<file path="src/agr_pkg.sv">
// Package of offsets, fields and types for the gain/RTD and error mask registers
package agr_pkg;

  // Register addresses on the configuration port
  localparam logic [3:0] AGR_ADDR_TOP_STATUS  = 4'h0;
  localparam logic [3:0] AGR_ADDR_GAIN_RTD    = 4'h5;
  localparam logic [3:0] AGR_ADDR_ERR_MASK    = 4'h6;
  localparam logic [3:0] AGR_ADDR_DETAIL      = 4'h7;

  // Reset values
  localparam logic [15:0] AGR_GAIN_RTD_RESET  = 16'h0000;
  localparam logic [15:0] AGR_ERR_MASK_RESET  = 16'h0000;
  localparam logic [15:0] AGR_DETAIL_RESET    = 16'h0000;

  // Gain/RTD control field positions
  localparam int AGR_WIRING_BIT    = 15;
  localparam int AGR_COMP_MSB      = 14;
  localparam int AGR_COMP_LSB      = 12;
  localparam int AGR_EXC_MSB       = 11;
  localparam int AGR_EXC_LSB       = 9;
  localparam int AGR_EXT_RES_BIT   = 8;
  localparam int AGR_GAIN_MSB      = 7;
  localparam int AGR_GAIN_LSB      = 4;

  // Error bit positions, shared by mask and detail status
  localparam int AGR_NEG_UV_BIT    = 11;
  localparam int AGR_POS_UV_BIT    = 10;
  localparam int AGR_NEG_OV_BIT    = 9;
  localparam int AGR_POS_OV_BIT    = 8;
  localparam int AGR_EXC_CMP_BIT   = 7;
  localparam int AGR_COMP_CMP_BIT  = 6;
  localparam int AGR_FLD_OC_BIT    = 2;
  localparam int AGR_IN_OC_BIT     = 1;
  localparam int AGR_SUMMARY_BIT   = 0;

  // Writable bits of each register
  localparam logic [15:0] AGR_GAIN_RTD_WMASK  = 16'hfff0;
  localparam logic [15:0] AGR_ERR_MASK_WMASK  = 16'h0fc6;

  // Decoded gain/RTD configuration
  typedef struct packed {
    logic       wiring_style_select;                 // 0 4-wire, 1 2/3-wire
    logic [2:0] compensation_current_code;           // 000 off
    logic [2:0] excitation_current_code;             // 000 off
    logic       external_reference_resistor_select;  // 0 internal
    logic [3:0] channel_gain_code;                   // 0000 min gain
  } agr_cfg_type;

  // Raw diagnostic conditions from the analog front end
  typedef struct packed {
    logic neg_input_undervoltage;
    logic pos_input_undervoltage;
    logic neg_input_overvoltage;
    logic pos_input_overvoltage;
    logic excitation_compliance_error;
    logic compensation_compliance_error;
    logic field_supply_overcurrent;
    logic input_overcurrent;
  } agr_err_type;

endpackage : agr_pkg

</file>
<file path="src/agr_regs.sv">
// Gain/RTD control and error alert mask registers with error summary
// Functional notes
// [RQ1] Bit 15 selects 4-wire or 2/3-wire
// [RQ2] Bits 14:12, 11:9 current codes, 000 off
// [RQ3] Bit 8 selects internal or external resistor
// [RQ4] Bits 7:4 gain code, 0000 minimum
// [RQ5] Gain/RTD register resets to zero
// [RQ6] One mask bit per error, 1 suppresses
// [RQ7] Summary bit is OR of unmasked errors
// [RQ8] Alert pin uses same masked sum
// [RQ9] Error mask register resets to zero
// [RQ10] Detail flags latch until detail read
// [RQ11] Reserved bits read zero, ignore writes
// [RQ12] Mask change acts within one clock
module agr_regs (
  input  wire logic                clk_sys,      // Register clock
  input  wire logic                sys_rst,      // Async reset, active high
  input  wire logic                reg_wr,       // Write strobe
  input  wire logic                reg_rd,       // Read strobe
  input  wire logic [3:0]          reg_addr,     // Register address
  input  wire logic [15:0]         reg_wdata,    // Write data
  input  wire agr_pkg::agr_err_type err_raw,     // Raw error conditions
  output logic      [15:0]         reg_rdata,    // Read data
  output logic                     reg_rvalid,   // Read data valid pulse
  output agr_pkg::agr_cfg_type     cfg,          // Gain/RTD configuration
  output logic                     summary_error_bit, // Masked error sum
  output logic                     err_alert     // Alert pin, active high
);
  import agr_pkg::*;

  logic [15:0] gain_rtd_q, gain_rtd_d;
  logic [15:0] mask_q,     mask_d;
  logic [15:0] detail_q,   detail_d;
  logic [15:0] rdata_q,    rdata_d;
  logic        rvalid_q,   rvalid_d;
  logic        sum_q,      sum_d;
  logic [15:0] err_vec;
  logic        sum_now;

  // Spread raw conditions onto register bit positions
  always_comb begin
    err_vec                   = 16'h0000;
    err_vec[AGR_NEG_UV_BIT]   = err_raw.neg_input_undervoltage;
    err_vec[AGR_POS_UV_BIT]   = err_raw.pos_input_undervoltage;
    err_vec[AGR_NEG_OV_BIT]   = err_raw.neg_input_overvoltage;
    err_vec[AGR_POS_OV_BIT]   = err_raw.pos_input_overvoltage;
    err_vec[AGR_EXC_CMP_BIT]  = err_raw.excitation_compliance_error;
    err_vec[AGR_COMP_CMP_BIT] = err_raw.compensation_compliance_error;
    err_vec[AGR_FLD_OC_BIT]   = err_raw.field_supply_overcurrent;
    err_vec[AGR_IN_OC_BIT]    = err_raw.input_overcurrent;
  end

  // Masked error sum from the current mask contents
  assign sum_now = |(err_vec & ~mask_q & AGR_ERR_MASK_WMASK); // [RQ6] [RQ7]

  // Register write and detail latch next state
  always_comb begin
    gain_rtd_d = gain_rtd_q;
    mask_d     = mask_q;
    detail_d   = detail_q;
    if (reg_wr && reg_addr == AGR_ADDR_GAIN_RTD) begin
      gain_rtd_d = reg_wdata & AGR_GAIN_RTD_WMASK; // [RQ11]
    end
    if (reg_wr && reg_addr == AGR_ADDR_ERR_MASK) begin
      mask_d = reg_wdata & AGR_ERR_MASK_WMASK; // [RQ6] [RQ11]
    end
    if (reg_rd && reg_addr == AGR_ADDR_DETAIL) begin
      detail_d = 16'h0000; // [RQ10]
    end
    // New events win over the read clear, mask applied only to the summary bit
    detail_d = detail_d | (err_vec & AGR_ERR_MASK_WMASK); // [RQ10]
    detail_d[AGR_SUMMARY_BIT] = detail_d[AGR_SUMMARY_BIT] | sum_now;
  end

  // Read mux, unmapped addresses read zero
  always_comb begin
    rdata_d  = rdata_q;
    rvalid_d = reg_rd;
    sum_d    = sum_now; // [RQ12]
    if (reg_rd) begin
      unique case (reg_addr)
        AGR_ADDR_TOP_STATUS: rdata_d = {15'h0000, sum_q}; // [RQ7]
        AGR_ADDR_GAIN_RTD:   rdata_d = gain_rtd_q;       // [RQ11]
        AGR_ADDR_ERR_MASK:   rdata_d = mask_q;           // [RQ11]
        AGR_ADDR_DETAIL:     rdata_d = detail_q;
        default:             rdata_d = 16'h0000;
      endcase
    end
  end

  // State registers
  always_ff @(posedge clk_sys or posedge sys_rst) begin
    if (sys_rst) begin
      gain_rtd_q <= AGR_GAIN_RTD_RESET; // [RQ5]
      mask_q     <= AGR_ERR_MASK_RESET; // [RQ9]
      detail_q   <= AGR_DETAIL_RESET;
      rdata_q    <= 16'h0000;
      rvalid_q   <= 1'b0;
      sum_q      <= 1'b0;
    end else begin
      gain_rtd_q <= gain_rtd_d;
      mask_q     <= mask_d;
      detail_q   <= detail_d;
      rdata_q    <= rdata_d;
      rvalid_q   <= rvalid_d;
      sum_q      <= sum_d;
    end
  end

  // Configuration fields straight from the register
  assign cfg.wiring_style_select                = gain_rtd_q[AGR_WIRING_BIT];            // [RQ1]
  assign cfg.compensation_current_code          = gain_rtd_q[AGR_COMP_MSB:AGR_COMP_LSB]; // [RQ2]
  assign cfg.excitation_current_code            = gain_rtd_q[AGR_EXC_MSB:AGR_EXC_LSB];   // [RQ2]
  assign cfg.external_reference_resistor_select = gain_rtd_q[AGR_EXT_RES_BIT];           // [RQ3]
  assign cfg.channel_gain_code                  = gain_rtd_q[AGR_GAIN_MSB:AGR_GAIN_LSB]; // [RQ4]

  // Summary and alert from one flop
  assign summary_error_bit = sum_q; // [RQ7]
  assign err_alert         = sum_q; // [RQ8]
  assign reg_rdata         = rdata_q;
  assign reg_rvalid        = rvalid_q;

endmodule // agr_regs

</file>
<file path="config.mk">
export PLATFORM = sky130hd
export DESIGN_NAME = agr_regs
export DESIGN_NICKNAME = d
export VERILOG_FILES = /design/src/agr_pkg.sv /design/src/agr_regs.sv
export SDC_FILE = /design/constraint.sdc
export NUM_CORES = 1
export LEC_CHECK = 0
export BUFFER_PORTS_ARGS = -buffer_cell sky130_fd_sc_hd__buf_2
export CAP_MARGIN = 25
export CORE_MARGIN = 8
export CORE_UTILIZATION = 51
export CTS_CLUSTER_DIAMETER = 200
export DETAILED_ROUTE_END_ITERATION = 16
export PLACE_DENSITY = 0.86
export SLEW_MARGIN = 20
export SYNTH_ARGS = -nofsm -noshare
export SYNTH_HDL_FRONTEND = slang
export SYNTH_SLANG_ARGS = --single-unit
export TNS_END_PERCENT = 50
</file>
<file path="constraint.sdc">
create_clock -name clk_sys -period 1.75 [get_ports clk_sys]
set_input_delay 0.4375 -clock clk_sys [delete_from_list [all_inputs] [get_ports clk_sys]]
set_output_delay 0.4375 -clock clk_sys [all_outputs]
set_load 0.02 [all_outputs]
</file>
; Word level (Yosys, flattened, before mapping)
; Index checks and enable logic that the tools add are counted.
; W data, S select, Z words.
[totals]
wordCells = 20
reg_bits = 54
out_inout_bits = 31
in_bits = 32
[classes]
muxes = 2
bitwise_logic = 4
eq_ne = 3
n_reduce_logical = 5
[op_table]
columns = cell, n
row1 = $pmux W16 S4, 1
row2 = $mux W16, 1
row3 = $or A16 B12 Y16, 1
row4 = $and A12 B12 Y12, 1
row5 = $eq A4 B3 Y1 const B, 3
row6 = $not A12 Y12, 1
row7 = $reduce_or A8 Y1, 1
row8 = $logic_not A4 Y1, 1
row9 = $logic_and A1 B1 Y1, 3
row10 = $or A1 B1 Y1, 1

; Logic depth before layout (Yosys ltp)
[logic_depth]
word_depth = 5
depth_mapped = 5
depth_no_buf = 3

; Least setup slack after synthesis
; No wires, ideal clock.
[synth_path]
path_kind = input to register
start = input reg_addr[1]
end = register gain_rtd_q[10]
slack_ns = 0.256
path_buffers = 2
required_time_ns = 1.625
cell_stages = 4
setup_time_ns = 0.125
arrival_ns = 1.369
path_cell_list = buf_4 -> and4b_4 -> buf_6 -> mux2_2
[synth_via]
elab_chain_len = 2
[synth_lines]
columns = element, line_no
row1 = from (decl), agr_regs.sv:20  ; input wire logic [3:0] reg_addr,
row2 = $eq A4 B3 Y1, agr_regs.sv:61  ; if (reg_wr && reg_addr == AGR_ADDR_GAIN_RTD) begin
row3 = $logic_and A1 B1 Y1, agr_regs.sv:61
row4 = to (signal assigned), agr_regs.sv:101  ; gain_rtd_q <= gain_rtd_d;
row5 = to (decl), agr_regs.sv:31  ; logic [15:0] gain_rtd_q, gain_rtd_d;
; Every way passes these cells.
; A chain may end at the register's enable or synchronous reset.

; Worst setup path in the final report
[layout_path]
start = input reg_addr[3]
end = register gain_rtd_q[13]
; Same word-level chain as after synthesis.

==> key figures <==
Setup path
  – Crit Path Category: input port to register
  – Worst R2R Setup Slack: around 0.62 ns
  – Crit path launch: reg_addr[3]
  – Worst Path Required: 1.94 ns
  – CP Launch Type: input port
  – CP Capture Type: register
  – Worst flop-to-flop path startpoint: gain_rtd_q[8]
  – Crit Path Max Fanout: 12
  – Crit path arrival time: 1.55 ns

Layout
  – Fin util: about 65%
  – Nets@finish: 261
  – Most frequent cells in the layout: buf_2, dfrtp_1, mux2_2, inv_1
  – Finished Layout Cells: 280
  – Fraction of layout cells with a size suffix above 1: around 51%
  – Commonest non-fill, non-tap cell in the layout: buf_2
  – Ant diodes: 0
  – Area Growth Syn to Fin: 23.5%

STA
  – Fmax: 736 MHz
  – Final hold slack: between 0.1 and 0.15 ns
  – Minimum clock period: about 1.4 ns
  – RSZ-0062 raised after global routing: no
  – Final hold violation count: 0
  – Layout Skew: ~0.0033 ns
  – Fin Setup TNS: 0 ns
  – Max-slew violations: 0
  – Setup Viol. Count Final: 0
  – Final Cycle Share: 77.6%

Placement
  – Hpwl dp: about 3500 µm
  – Final Wtd Congestion: 0.727
  – Post-placement cell count: 272
  – I/O Buffers: between 50 and 60

Flow run
  – Max-capacitance violation count: 0

Global routing
  – Total global-route track usage: ~16%
  – Number of global-route vias before repair: around 1600
  – First-pass GRT wire length: 7670 µm
  – Largest net degree at the start of global routing: 30
  – Antenna violations before repair: 0
  – Gr ovfl total: 0

Outcome
  – Status: complete, no violations

Clock network
  – Clk slew on worst S/H paths: 0.08 ns
  – Clk sinks: 46
  – H-tree depth: 2
  – # Post-CTS Setup Buffers: 0
  – Cts hold-fix bufs: 0
  – Clock buffer depth: 2
  – CTS tree: built
  – CTS buffer count: 5
  – Post-CTS resize count: 0
  – Root cell of the clock tree: clkbuf_8
  – Clock Latency Late Sink: around 0.3 ns

Floorplanning
  – Core Footprint: 0.00394 mm²
  – Die area: between 0.006 and 0.007 mm²
  – Ports: 63
  – Die Width: about 80 µm
  – Standard-cell rows: 23
  – Die height: roughly 80 µm
  – Starting Density: 52.6%

Synth
  – Post-synthesis sequential area ratio: 55.6%
  – Syn nets: approximately 200
  – Mapped Area: 0.00207 mm²
  – Synth unique cells: 31
  – Yosys warns: 0
  – #FFs+latches synth: 46
  – Syn_area_per_cell: approximately 12 µm²
  – Cell count after synthesis: 167

Routing
  – Antenna viol nets, final: 0
  – DRC: 0
  – DRT Pass-1 Iters: 4
  – Via density: ~5.4
  – DR vias: 1504
  – Initial DRC count: 74
  – Routed WL per cell: between 15 and 20 µm
  – Routed WL: about 4700 µm

Power
  – Internal: about 0.0020 W
  – Peak VDD IR: about 0.76 mV
  – Switching power: ~0.00071 W
  – Combinational share of power: a little under a fifth
  – Reg power frac: 46.6%
  – Power density cells: roughly 1100 mW/mm²
  – Switching Fraction: 26.0%
  – P_leak: around 1.2 nW
  – Clk network pwr share: a little over a third

Min path
  – Min-delay worst type: input port to async pin
==> power by group through the flow <==
stage | combinational [W] | clock, W | sequential, W
6_report | 0.000502 | 0.000964 | 0.00128
5_1_grt | 0.000546 | 0.00102 | 0.00130
4_1_cts | 0.000510 | 0.000980 | 0.00128
3_5_place_dp | 0.000507 | 0 | 0.00130
3_3_place_gp | 0.000494 | 0 | 0.00129
2_1_floorplan | 0.000237 | 0 | 0.00138
==> area by class of cell <==
type / instances / area, µm²
multi-input cells: 88 / 743
repair buffers: 67 / 380
well taps: 50 / 62.6
fillers: 323 / 1380
clock buffers: 6 / 82.6
flip-flops and latches: 46 / 1150
clock inverters: 2 / 60.1
inverters: 21 / 78.8
==> sequential cells by signal (all words and copies together), names as in the netlist <==
signal      count
detail_q        9
gain_rtd_q     12
mask_q          8
err_alert       1
reg_rdata      15
reg_rvalid      1
==> synth_stat cells (all sizes together) <==
library cell	instances	share of area, %
a2111o	1	0.54
a21o	8	3.4
a22oi	6	2.2
a41oi	1	0.42
and2b	1	0.42
and3	1	0.30
and3b	1	0.42
and4b	1	0.66
and4bb	1	0.60
buf	9	3.7
clkbuf	3	1.0
conb	1	0.18
dfrtp	46	56
inv	21	3.8
mux2	28	15
nand3	9	2.8
nor2b	2	0.60
nor3	1	0.24
nor4b	1	0.42
o2111ai	1	0.42
o211ai	1	0.36
o21a	1	0.36
o21ai	9	2.2
o22ai	9	2.7
or2b	3	1.1
or3	1	0.30
==> path summary, 6_finish.rpt <==
kind / to / cells past startpoint
max in group asynchronous: gain_rtd_q[12] / 3
worst min register to register: detail_q[8] / 1
worst max register to register: reg_rdata[8] / 3
worst max-delay path: gain_rtd_q[13] / 4
min in group clk_sys: detail_q[2] / 2
worst min-delay path: gain_rtd_q[15] / 2
==> routing by layer <==
metal	up-vias	track usage, %	wire (µm)
li1	704	-	-
met1	739	20.3	2140
met2	53	24.6	2240
met3	8	3.83	269
met4	0	6.00	64
met5	-	0	0
==> worst max-delay path, cell delays in order <==
cell	delay [ns]
buf_2	0.12
and2b_2	0.22
and4b_4	0.39
mux2_2	0.37
==> stage by stage <==
stage | setup slack, ns | cell area, µm² | total power [W]
6_report | 0.392 | 2560 | 0.00274
4_1_cts | 0.381 | 2560 | 0.00277
3_3_place_gp | 0.0958 | 2420 | 0.00179
2_1_floorplan | 0.225 | 2070 | 0.00162
5_1_grt | 0.342 | 2560 | 0.00286
3_5_place_dp | 0.0562 | 2420 | 0.00181
==> kinds of logic (layout without fill, tap and decap cells) <==
kind of cell / count (synthesis) / after routing / synth area share (%)
DFF: 46 / 46 / 55.6
AOI/OAI and AO/OA: 37 / 37 / 12.6
buffers and inverters: 33 / 96 / 8.57
muxes: 28 / 28 / 15.2
and+or+nand+nor: 22 / 22 / 7.91
other: 1 / 1 / 0.181
No activity file was read; power rests on OpenSTA's default activity.
